### src/pkg/pio_pkg.sv
// ********************************************************************
// parallel port constants and carriers
// ********************************************************************
package pio_pkg;
    localparam int ADDR_W = 12;
    localparam int DATA_W = 32;
    localparam int P0_W = 8;
    localparam int P1_W = 6;
    localparam int P2_W = 3;
    localparam int PINS_W = P0_W + P1_W + P2_W;

    // register byte addresses
    localparam logic [ADDR_W-1:0] OFS_P0_LATCH = 12'h000;
    localparam logic [ADDR_W-1:0] OFS_P0_PINS = 12'h008;
    localparam logic [ADDR_W-1:0] OFS_P1_LATCH = 12'h010;
    localparam logic [ADDR_W-1:0] OFS_P1_DIR = 12'h014;
    localparam logic [ADDR_W-1:0] OFS_P2_LATCH = 12'h018;
    localparam logic [ADDR_W-1:0] OFS_P2_PINS = 12'h01c;
    localparam logic [ADDR_W-1:0] OFS_IRQ_CTRL = 12'h020;
    localparam logic [ADDR_W-1:0] OFS_CLK_MODE = 12'h024;

    // reset values
    localparam logic [P0_W-1:0] RST_P0_LATCH = 8'hff;
    localparam logic [P1_W-1:0] RST_P1_LATCH = 6'h00;
    localparam logic [P1_W-1:0] RST_P1_DIR = 6'h00;
    localparam logic [P2_W-1:0] RST_P2_LATCH = 3'h7;

    // field positions
    localparam int BIT_IRQ0_EN = 0;   // in ext_irq_control
    localparam int BIT_DUAL_CLK = 0;  // in clock mode register
    localparam int BIT_P0_IRQ0 = 0;   // port 0 pin carrying irq zero
    localparam int BIT_P2_EDGE = 0;   // port 2 pin with falling-edge latch
    localparam int BIT_XT_IN = 1;     // port 2 crystal input pin
    localparam int BIT_XT_OUT = 2;    // port 2 crystal output pin

    // pin levels of all three ports, carried together
    typedef struct packed {
        logic [P2_W-1:0] p2;
        logic [P1_W-1:0] p1;
        logic [P0_W-1:0] p0;
    } pio_pins_t;

    // bus slave phases: S1 samples, S2 commits
    typedef enum logic [1:0] {
        ST_IDLE,
        ST_S1,
        ST_S2
    } pio_state_t;
endpackage

### src/hw/pio_sync.sv
`timescale 1ns/10ps
// ********************************************************************
// two-flop synchroniser
// ********************************************************************
module pio_sync #(
    parameter int WIDTH = 1
) (
    input wire logic i_clk_sys,           // system clock
    input wire logic i_sys_rst,           // sync reset, active high
    input wire logic i_ce,                // clock enable
    input wire logic [WIDTH-1:0] i_async, // asynchronous levels
    output logic [WIDTH-1:0] o_sync       // synchronised levels
);
    logic [WIDTH-1:0] meta;

    // first stage is read only by the second stage
    always_ff @(posedge i_clk_sys) begin
        if (i_sys_rst) begin
            meta <= '0;
            o_sync <= '0;
        end else if (i_ce) begin
            meta <= i_async;
            o_sync <= meta;
        end
    end
endmodule // pio_sync

### src/hw/pio_ports.sv
// Function
// - outputs driven from latches holding written value
// - port reads sample pins in S1
// - port writes update outputs in S2
// - port 0 latch resets to all ones
// - port 0 latch and pin registers separate
// - port 0 pin 0 selectable as irq zero
// - port 1 six bits, per-pin direction bit
// - port 1 direction and latch reset zero
// - latch writable whatever the direction
// - port 1 upper two bits undefined
// - port 1 read mixes pins and latch
// - port 2 three bits, latch resets ones
// - port 2 pins 1,2 crystal in dual mode
// - port 2 pin 0 falling edge sets latch; here only a one-cycle pulse on o_port_two_edge
// - port 2 upper five bits undefined
// - port 2 latch and pin registers separate
//
// Local design decision: the APB slave port.
`timescale 1ns/10ps
module pio_ports (
    input wire logic i_clk_sys,                        // system clock
    input wire logic i_sys_rst,                        // sync reset
    input wire logic i_ce,                             // clock enable
    // apb slave
    input wire logic i_psel,                           // select
    input wire logic i_penable,                        // access phase
    input wire logic i_pwrite,                         // write when high
    input wire logic [pio_pkg::ADDR_W-1:0] i_paddr,    // byte address
    input wire logic [pio_pkg::DATA_W-1:0] i_pwdata,   // write data
    output logic [pio_pkg::DATA_W-1:0] o_prdata,       // read data
    output logic o_pready,                             // transfer done
    output logic o_pslverr,                            // unmapped address
    // port 0
    input wire logic [pio_pkg::P0_W-1:0] i_p0_pin,     // pin levels
    output logic [pio_pkg::P0_W-1:0] o_p0_out,         // driven level
    output logic [pio_pkg::P0_W-1:0] o_p0_oe,          // drive enable
    // port 1
    input wire logic [pio_pkg::P1_W-1:0] i_p1_pin,     // pin levels
    output logic [pio_pkg::P1_W-1:0] o_p1_out,         // driven level
    output logic [pio_pkg::P1_W-1:0] o_p1_oe,          // drive enable
    // port 2
    input wire logic [pio_pkg::P2_W-1:0] i_p2_pin,     // pin levels
    output logic [pio_pkg::P2_W-1:0] o_p2_out,         // driven level
    output logic [pio_pkg::P2_W-1:0] o_p2_oe,          // drive enable
    // alternate functions
    output logic o_ext_irq_zero_input,                 // irq zero level
    output logic o_port_two_edge,                      // pin 0 fall pulse
    output logic o_low_freq_crystal_en                 // crystal pins owned
);
    // ****************************************************************
    // state
    // ****************************************************************
    pio_pkg::pio_state_t state;
    pio_pkg::pio_state_t next_state;
    logic [pio_pkg::P0_W-1:0] port0_output_latch;
    logic [pio_pkg::P1_W-1:0] port1_output_latch;
    logic [pio_pkg::P1_W-1:0] port1_direction;
    logic [pio_pkg::P2_W-1:0] port2_output_latch;
    logic ext_irq_zero_enable;
    logic dual_clock;
    logic p2_edge_prev;
    pio_pkg::pio_pins_t pins_raw;
    pio_pkg::pio_pins_t pins;

    // ****************************************************************
    // pin synchronisation
    // ****************************************************************
    // pins change at any time, so nothing reads them unsynchronised
    assign pins_raw = '{p2: i_p2_pin, p1: i_p1_pin, p0: i_p0_pin};

    pio_sync #(
        .WIDTH(pio_pkg::PINS_W)
    ) u_sync (
        .i_clk_sys(i_clk_sys),
        .i_sys_rst(i_sys_rst),
        .i_ce(i_ce),
        .i_async(pins_raw),
        .o_sync(pins)
    );

    // ****************************************************************
    // address decode
    // ****************************************************************
    wire logic sel_p0_latch = (i_paddr == pio_pkg::OFS_P0_LATCH);
    wire logic sel_p0_pins = (i_paddr == pio_pkg::OFS_P0_PINS);
    wire logic sel_p1_latch = (i_paddr == pio_pkg::OFS_P1_LATCH);
    wire logic sel_p1_dir = (i_paddr == pio_pkg::OFS_P1_DIR);
    wire logic sel_p2_latch = (i_paddr == pio_pkg::OFS_P2_LATCH);
    wire logic sel_p2_pins = (i_paddr == pio_pkg::OFS_P2_PINS);
    wire logic sel_irq = (i_paddr == pio_pkg::OFS_IRQ_CTRL);
    wire logic sel_mode = (i_paddr == pio_pkg::OFS_CLK_MODE);
    wire logic sel_any = sel_p0_latch | sel_p0_pins | sel_p1_latch |
        sel_p1_dir | sel_p2_latch | sel_p2_pins | sel_irq | sel_mode;

    // the write commits only at the edge that sees pready high
    wire logic commit = (state == pio_pkg::ST_S2) & i_psel & i_penable;
    wire logic wr = commit & i_pwrite;
    wire logic rd_sample = (state == pio_pkg::ST_S1) & ~i_pwrite;

    // ****************************************************************
    // read data mux
    // ****************************************************************
    // input bits show pins, output bits show latch; a bit-set by
    // software therefore copies pin levels into input latches
    wire logic [pio_pkg::P1_W-1:0] p1_view =
        (port1_direction & port1_output_latch) |
        (~port1_direction & pins.p1);

    // unimplemented upper bits read as zero, one allowed value
    logic [pio_pkg::DATA_W-1:0] rd_mux;
    always_comb begin
        rd_mux = '0;
        if (sel_p0_latch) begin
            rd_mux[pio_pkg::P0_W-1:0] = port0_output_latch;
        end else if (sel_p0_pins) begin
            rd_mux[pio_pkg::P0_W-1:0] = pins.p0;
        end else if (sel_p1_latch) begin
            rd_mux[pio_pkg::P1_W-1:0] = p1_view;
        end else if (sel_p1_dir) begin
            rd_mux[pio_pkg::P1_W-1:0] = port1_direction;
        end else if (sel_p2_latch) begin
            rd_mux[pio_pkg::P2_W-1:0] = port2_output_latch;
        end else if (sel_p2_pins) begin
            rd_mux[pio_pkg::P2_W-1:0] = pins.p2;
        end else if (sel_irq) begin
            rd_mux[pio_pkg::BIT_IRQ0_EN] = ext_irq_zero_enable;
        end else if (sel_mode) begin
            rd_mux[pio_pkg::BIT_DUAL_CLK] = dual_clock;
        end
    end

    // ****************************************************************
    // bus phase sequencing
    // ****************************************************************
    // idle -> S1 on first access cycle, S2 answers with pready
    always_comb begin
        next_state = state;
        case (state)
            pio_pkg::ST_IDLE: begin
                if (i_psel & i_penable) begin
                    next_state = pio_pkg::ST_S1;
                end
            end
            pio_pkg::ST_S1: begin
                next_state = pio_pkg::ST_S2;
            end
            pio_pkg::ST_S2: begin
                next_state = pio_pkg::ST_IDLE;
            end
            default: begin
                next_state = pio_pkg::ST_IDLE;
            end
        endcase
    end

    always_ff @(posedge i_clk_sys) begin
        if (i_sys_rst) begin
            state <= pio_pkg::ST_IDLE;
        end else if (i_ce) begin
            state <= next_state;
        end
    end

    // bus answer: data is frozen at S1, pready stands one cycle
    always_ff @(posedge i_clk_sys) begin
        if (i_sys_rst) begin
            o_prdata <= '0;
            o_pready <= 1'b0;
            o_pslverr <= 1'b0;
        end else if (i_ce) begin
            o_pready <= (state == pio_pkg::ST_S1);
            if (state == pio_pkg::ST_S1) begin
                o_pslverr <= ~sel_any;
            end else begin
                o_pslverr <= 1'b0;
            end
            if (rd_sample) begin
                o_prdata <= rd_mux;
            end
        end
    end

    // ****************************************************************
    // latch next values
    // ****************************************************************
    // latches take writes whatever the direction setting
    wire logic [pio_pkg::P0_W-1:0] next_p0_latch = (wr & sel_p0_latch) ?
        i_pwdata[pio_pkg::P0_W-1:0] : port0_output_latch;
    wire logic [pio_pkg::P1_W-1:0] next_p1_latch = (wr & sel_p1_latch) ?
        i_pwdata[pio_pkg::P1_W-1:0] : port1_output_latch;
    wire logic [pio_pkg::P1_W-1:0] next_p1_dir = (wr & sel_p1_dir) ?
        i_pwdata[pio_pkg::P1_W-1:0] : port1_direction;
    wire logic [pio_pkg::P2_W-1:0] next_p2_latch = (wr & sel_p2_latch) ?
        i_pwdata[pio_pkg::P2_W-1:0] : port2_output_latch;
    wire logic next_irq0_en = (wr & sel_irq) ?
        i_pwdata[pio_pkg::BIT_IRQ0_EN] : ext_irq_zero_enable;
    wire logic next_dual = (wr & sel_mode) ?
        i_pwdata[pio_pkg::BIT_DUAL_CLK] : dual_clock;

    // ****************************************************************
    // pin drive enables
    // ****************************************************************
    // port 0: a zero latch pulls low, a one releases for input use;
    // irq zero use releases pin 0 even if software left a zero there
    logic [pio_pkg::P0_W-1:0] next_p0_oe;
    always_comb begin
        next_p0_oe = ~next_p0_latch;
        if (next_irq0_en) begin
            next_p0_oe[pio_pkg::BIT_P0_IRQ0] = 1'b0;
        end
    end

    // port 2: like port 0; crystal pins are released in dual mode
    logic [pio_pkg::P2_W-1:0] next_p2_oe;
    always_comb begin
        next_p2_oe = ~next_p2_latch;
        if (next_dual) begin
            next_p2_oe[pio_pkg::BIT_XT_IN] = 1'b0;
            next_p2_oe[pio_pkg::BIT_XT_OUT] = 1'b0;
        end
    end

    // ****************************************************************
    // port registers
    // ****************************************************************
    always_ff @(posedge i_clk_sys) begin
        if (i_sys_rst) begin
            port0_output_latch <= pio_pkg::RST_P0_LATCH;
            port1_output_latch <= pio_pkg::RST_P1_LATCH;
            port1_direction <= pio_pkg::RST_P1_DIR;
            port2_output_latch <= pio_pkg::RST_P2_LATCH;
            ext_irq_zero_enable <= 1'b0;
            dual_clock <= 1'b0;
        end else if (i_ce) begin
            port0_output_latch <= next_p0_latch;
            port1_output_latch <= next_p1_latch;
            port1_direction <= next_p1_dir;
            port2_output_latch <= next_p2_latch;
            ext_irq_zero_enable <= next_irq0_en;
            dual_clock <= next_dual;
        end
    end

    // pin drivers update in the same edge as the latches
    always_ff @(posedge i_clk_sys) begin
        if (i_sys_rst) begin
            o_p0_out <= pio_pkg::RST_P0_LATCH;
            o_p0_oe <= '0;
            o_p1_out <= pio_pkg::RST_P1_LATCH;
            o_p1_oe <= '0;
            o_p2_out <= pio_pkg::RST_P2_LATCH;
            o_p2_oe <= '0;
            o_low_freq_crystal_en <= 1'b0;
        end else if (i_ce) begin
            o_p0_out <= next_p0_latch;
            o_p0_oe <= next_p0_oe;
            o_p1_out <= next_p1_latch;
            o_p1_oe <= next_p1_dir;
            o_p2_out <= next_p2_latch;
            o_p2_oe <= next_p2_oe;
            o_low_freq_crystal_en <= next_dual;
        end
    end

    // ****************************************************************
    // alternate inputs
    // ****************************************************************
    // edge detect looks at the synchronised level, which also shows
    // the pin's own output when driven, so a driven fall is seen too
    always_ff @(posedge i_clk_sys) begin
        if (i_sys_rst) begin
            // same level as the synchroniser's reset, so no false
            // fall is seen on the first edges after reset
            p2_edge_prev <= 1'b0;
            o_port_two_edge <= 1'b0;
            o_ext_irq_zero_input <= 1'b0;
        end else if (i_ce) begin
            p2_edge_prev <= pins.p2[pio_pkg::BIT_P2_EDGE];
            o_port_two_edge <= p2_edge_prev &
                ~pins.p2[pio_pkg::BIT_P2_EDGE];
            o_ext_irq_zero_input <= ext_irq_zero_enable &
                pins.p0[pio_pkg::BIT_P0_IRQ0];
        end
    end
endmodule // pio_ports

### config.mk
export PLATFORM = sky130hd
export DESIGN_NAME = pio_ports
export DESIGN_NICKNAME = d
export VERILOG_FILES = /design/src/pkg/pio_pkg.sv /design/src/hw/pio_sync.sv /design/src/hw/pio_ports.sv
export SDC_FILE = /design/constraint.sdc
export NUM_CORES = 1
export LEC_CHECK = 0
export BUFFER_PORTS_ARGS = -buffer_cell sky130_fd_sc_hd__buf_4
export CAP_MARGIN = 10
export CORE_UTILIZATION = 53
export CTS_BUF_LIST = sky130_fd_sc_hd__clkbuf_8 sky130_fd_sc_hd__clkbuf_16
export DETAILED_ROUTE_END_ITERATION = 8
export PLACE_DENSITY = 0.84
export SLEW_MARGIN = 20
export SYNTH_ARGS = -nofsm -noshare
export SYNTH_HDL_FRONTEND = slang
export SYNTH_HIERARCHICAL = 1
export SYNTH_SLANG_ARGS = --single-unit
### constraint.sdc
create_clock -name i_clk_sys -period 4.71 [get_ports i_clk_sys]
set_input_delay 0.7065 -clock i_clk_sys [delete_from_list [all_inputs] [get_ports i_clk_sys]]
set_output_delay 0.7065 -clock i_clk_sys [all_outputs]
set_load 0.005 [all_outputs]
# Yosys cells after proc, flatten, opt, wreduce, memory -nomap -nowiden
# Index checks and enable logic that the tools add are counted.
# op_classes
n_eq_ne,10
mux,22
bitwise,29
n_reduce_logical,6
# op_table
cell,n
"equality test 12 x 5 -> 1 bit, second input constant",4
"equality test 12 x 6 -> 1 bit, second input constant",2
2-to-1 mux 6 bit,4
2-to-1 mux 8 bit,2
bitwise AND 1 bit,13
bitwise AND 6 bit,2
"equality test 12 x 4 -> 1 bit, second input constant",1
logical NOT 12 bit,1
2-to-1 mux 3 bit,4
2-to-1 mux 2 bit,4
NOT 8 bit,1
AND reduction 2 bit,4
2-to-1 mux 1 bit,7
OR 1 bit,7
NOT 6 bit,1
OR 6 bit,1
one-hot mux 2 bit (2 select lines),1
NOT 1 bit,3
NOT 3 bit,1
"equality test 2 x 1 -> 1 bit, second input constant",1
"equality test 2 bit, second input constant",1
logical NOT 2 bit,1
"!= test 2 bit, second input constant",1
# totals
ff_bits,85
in_bits,67
out_inout_bits,71
elab_cells,84

# Depth between registers and ports, before layout
# depth
ltp_word,10
mapped_depth,9
depth_no_buf,5

# Cells and area by module
# The synthesis kept the hierarchy.
# modules_own_cells
mod,n_inst,cells_per_inst,area_per_inst_um2,seq_area_each_um2
pio_ports,1,302,2753.9,1021.0
pio_sync,1,110,1238.7,680.7

# Worst setup path before layout
# No wires, ideal clock.
# synth_timing
kind,input to register
start,input port i_paddr[3] in the netlist's numbering
end,register o_p0_out[5] in the netlist's numbering
setup_time_ns,0.120
arrival_time_ns,2.099
required_ns,4.590
slack_ns,2.491
path_stages,9
cell_sequence,buf_2 > nor2_1 > and4_1 > buf_4 > and3_1 > buf_6 > buf_8 > nor2b_1 > a211o_1
# synth_via
elab_chain_len,3
# synth_rtl
item,line,rtl
from (decl),pio_ports.sv:29,"input wire logic [pio_pkg::ADDR_W-1:0] i_paddr,"
logical NOT 12 bit,pio_ports.sv:85,wire logic sel_p0_latch = (i_paddr == pio_pkg::OFS_P0_LATCH);
bitwise AND 1 bit,pio_ports.sv:188,wire logic [pio_pkg::P0_W-1:0] next_p0_latch = (wr & sel_p0_latch) ?
2-to-1 mux 8 bit,pio_ports.sv:188,
to (signal assigned),pio_ports.sv:248,o_p0_out <= pio_pkg::RST_P0_LATCH;
to (signal assigned),pio_ports.sv:256,o_p0_out <= next_p0_latch;
to (decl),pio_ports.sv:36,"output logic [pio_pkg::P0_W-1:0] o_p0_out,"
# No other way between the ends.
# A chain may end at the register's enable or synchronous reset.

# Worst setup path in the final report
# layout_timing
start,input port i_paddr[4] in the netlist's numbering
end,register o_p0_out[6] in the netlist's numbering
# The elaborated chain is that of the path after synthesis.

==> reports/results.md <==
| Quantity | This run | Unit |
|---|---|---|
| Final worst path period share | 49.83 | % |
| Placed standard-cell area | 4502 | µm² |
| Nets | 553 | - |
| Via count of the first global-routing pass | 2871 | - |
| Pin count of the biggest net entering global routing | 80 | - |
| Power Density | 302.4 | nW/µm² |
| Number of placement rows | 31 | - |
| Height of the chip | 88.80 | µm |
| Post-synthesis instance total | 412 | - |
| Count of TritonRoute iterations in the first routing pass | 4 | - |
| Sequential cell area | 1702 | µm² |
| Sort of element at the end of the critical path | register | - |
| Number of buffers created by CTS | 9 | - |
| MaxCap Viol Count | 0 | - |
| Area of the multi-input gates | 1982 | µm² |
| Slew at the pin closest to its max-slew limit | 0.7943 | ns |
| Count of buffers inserted at the top-level ports | 89 | - |
| Reported leakage power | 0.002179 | µW |
| Placer congestion estimate | 0.8340 | - |
| Final worst slack | 2.363 | ns |
| Number of vias in the routed layout | 3222 | - |
| Number of buffers on the longest clock path | 2 | - |
| Starting utilization of the core area | 55.05 | % |
| Synth async-reset ratio | 0 | % |
| Number of remaining DRC errors | 0 | - |
| Total congestion overflow | 0 | - |
| Synth unique cells | 51 | - |
| Sum of net half-perimeters after detailed placement | 6530 | µm |
| Syn_area_per_cell | 9.691 | µm² |
| Clock latency on the worst-skew pair | 0.35 | ns |
| Leading cell types in the layout, fill and taps excluded | 91 x sky130_fd_sc_hd__buf_4, 85 x sky130_fd_sc_hd__dfxtp_1, 69 x sky130_fd_sc_hd__nor2_1 | - |
| Synthesis Warnings | 6 | - |
| # resized after CTS | 0 | - |
| Result of the run | finished clean | - |
| Filler Cells Inserted | 603 | - |
| Maximum vdd ir drop | 0.1829 | mV |
| Final instance area | 4725 | µm² |
| Num ports | 138 | - |
| Maximum fanout count along the critical path | 16 | - |
| Number of register bits inferred by synthesis | 85 | - |
| Most used DFF post-synth | sky130_fd_sc_hd__dfxtp_1 | - |
| Setup-violating endpoint count in the final report | 0 | - |
| Fraction of final layout cells with drive strength greater than 1 | 25.66 | % |
| Final number of hold-violating endpoints | 0 | - |
| Antenna-violating nets left | 0 | - |
| Total number of clock tree sinks | 85 | - |
| Total wire length after detailed routing | 9043 | µm |
| Floorplan Core Area | 7253 | µm² |
| Clk root buf | sky130_fd_sc_hd__clkbuf_8 | - |
| Worst slew margin | 47.04 | % |
| Antenna cells | 0 | - |
| X dimension of the die | 88.80 | µm |
| Die Area | 7885 | µm² |
| Startpoint types | input pin | - |
| Worst hold path class | reg -> reg | - |
| First-pass GRT wire length | 14350 | µm |
| Area of the mapped netlist | 3993 | µm² |
| CTS clock-pin slew for the worst setup and hold paths | 0.08 | ns |
| Number of flops mapped to enable cells by yosys | 0 | - |
| Pre-CTS worst setup slack | 2.003 | ns |
| Time the worst path needs with I/O delays and setup | 2.347 | ns |
| Unrepaired setup endpoints after global routing | false | - |
| CTS H-tree lvls | 3 | - |
| Number of antenna violations at the first check in global routing | 0 | - |
| Worst Path Arrival | 2.59 | ns |
| Portion of the post-synthesis area used by sequential elements | 42.62 | % |
| Worst setup path category | in -> reg | - |
| Clock skew | 0.006468 | ns |
| Number of buffers added for setup after CTS | 0 | - |
| Final count of pins violating max slew | 0 | - |
| Avg Vias per Cell | 5.461 | - |
| # hold bufs at CTS | 0 | - |
| TritonCTS clock tree | done | - |
| Max Fclk | 426.0 | MHz |
| Average wire length per cell after detail routing | 15.33 | µm |
| Most common cell after layout, fill and taps aside | sky130_fd_sc_hd__buf_4 | - |
| DRC violation total after the first TritonRoute iteration | 294 | - |
| Signed area change from the synthesized netlist to the final layout | 18.33 | % |
| Global-route usage over all layers | 23.97 | % |
| Total negative slack | 0 | ns |
| Data required, critical path | 4.96 | ns |
## sequential cells by signal (all words and copies together), names as in the netlist, 2 cells and up
register and cells:
o_p0_oe 8, state 2, o_prdata 8, o_p2_oe 3
u_sync/o_sync 17, o_p1_out 6, o_p1_oe 6, u_sync/meta 17
o_p2_out 3, o_p0_out 8
## where the power goes
group	switching (µW)	internal (µW)
combinational	65.1	52.4
clock	266	301
sequential	10.2	734
## stage by stage
stage / power, µW / util [%] / hold slack, ns / std cells
2_1_floorplan: 848.6 / - / 0.4483 / 435
3_3_place_gp: 871.8 / 62.07 / 0.4547 / 574
3_5_place_dp: 876.0 / 62.07 / 0.4657 / 574
4_1_cts: 1435 / 65.14 / 0.4785 / 590
5_1_grt: 1489 / 65.14 / 0.5010 / 590
6_report: 1429 / 65.14 / 0.4732 / 590
## cells in the mapped netlist, types with 5 or more instances
| cell | count | area, µm² |
|---|---|---|
| sky130_fd_sc_hd__a21oi_1 | 20 | 100.1 |
| sky130_fd_sc_hd__nor2_1 | 69 | 259.0 |
| sky130_fd_sc_hd__nand3_1 | 5 | 25.02 |
| sky130_fd_sc_hd__buf_2 | 7 | 35.03 |
| sky130_fd_sc_hd__buf_4 | 27 | 202.7 |
| sky130_fd_sc_hd__nor2b_1 | 11 | 68.82 |
| sky130_fd_sc_hd__mux2_2 | 9 | 101.4 |
| sky130_fd_sc_hd__clkbuf_1 | 7 | 26.28 |
| sky130_fd_sc_hd__a22o_1 | 9 | 78.83 |
| sky130_fd_sc_hd__nand2_1 | 20 | 75.07 |
| sky130_fd_sc_hd__dfxtp_1 | 85 | 1702 |
| sky130_fd_sc_hd__a211o_1 | 12 | 105.1 |
| sky130_fd_sc_hd__mux2i_1 | 58 | 580.6 |
## final timing paths
kind / start / slack [ns] / cells past startpoint / to
worst max-delay path: i_paddr[4] / 2.36 / 6 / o_p0_out[6]
worst min-delay path: o_ext_irq_zero_input / 0.47 / 2 / o_ext_irq_zero_input
worst max register to register: state[0] / 2.75 / 6 / o_p2_oe[0]
worst min register to register: o_ext_irq_zero_input / 0.47 / 2 / o_ext_irq_zero_input
## final cells by class
| type | count | share of cell area, % |
|---|---|---|
| well taps | 99 | 2.622 |
| flip-flops and latches | 85 | 36.02 |
| multi-input cells | 296 | 41.95 |
| repair buffers | 91 | 14.46 |
| clock inverters | 7 | 2.092 |
| inverters | 3 | 0.2383 |
| clock buffers | 9 | 2.622 |
## logic make-up after synthesis
group | after synthesis | synth area share [%]
AND/OR/NAND/NOR | 137 | 17.36
flip-flops | 85 | 42.62
other | 1 | 0.09392
multiplexers | 69 | 18.21
buffers and inverters | 54 | 9.903
AO/OA/AOI/OAI | 66 | 11.81
## critical path: stages
cell and delay (ns):
sky130_fd_sc_hd__buf_4 0.14, sky130_fd_sc_hd__nor4_2 0.37, sky130_fd_sc_hd__and4_1 0.41, sky130_fd_sc_hd__and3_1 0.55
sky130_fd_sc_hd__nor2b_1 0.11, sky130_fd_sc_hd__a211o_1 0.29
## routing by layer
metal / track usage (%) / wire (µm) / vias to the layer above
li1: - / - / 1574
met1: 32.33 / 4137 / 1496
met2: 37.20 / 4107 / 137
met3: 4.851 / 655 / 15
met4: 10.56 / 142 / 0
met5: 0 / 0 / -
(Power assumes the default switching activity.)
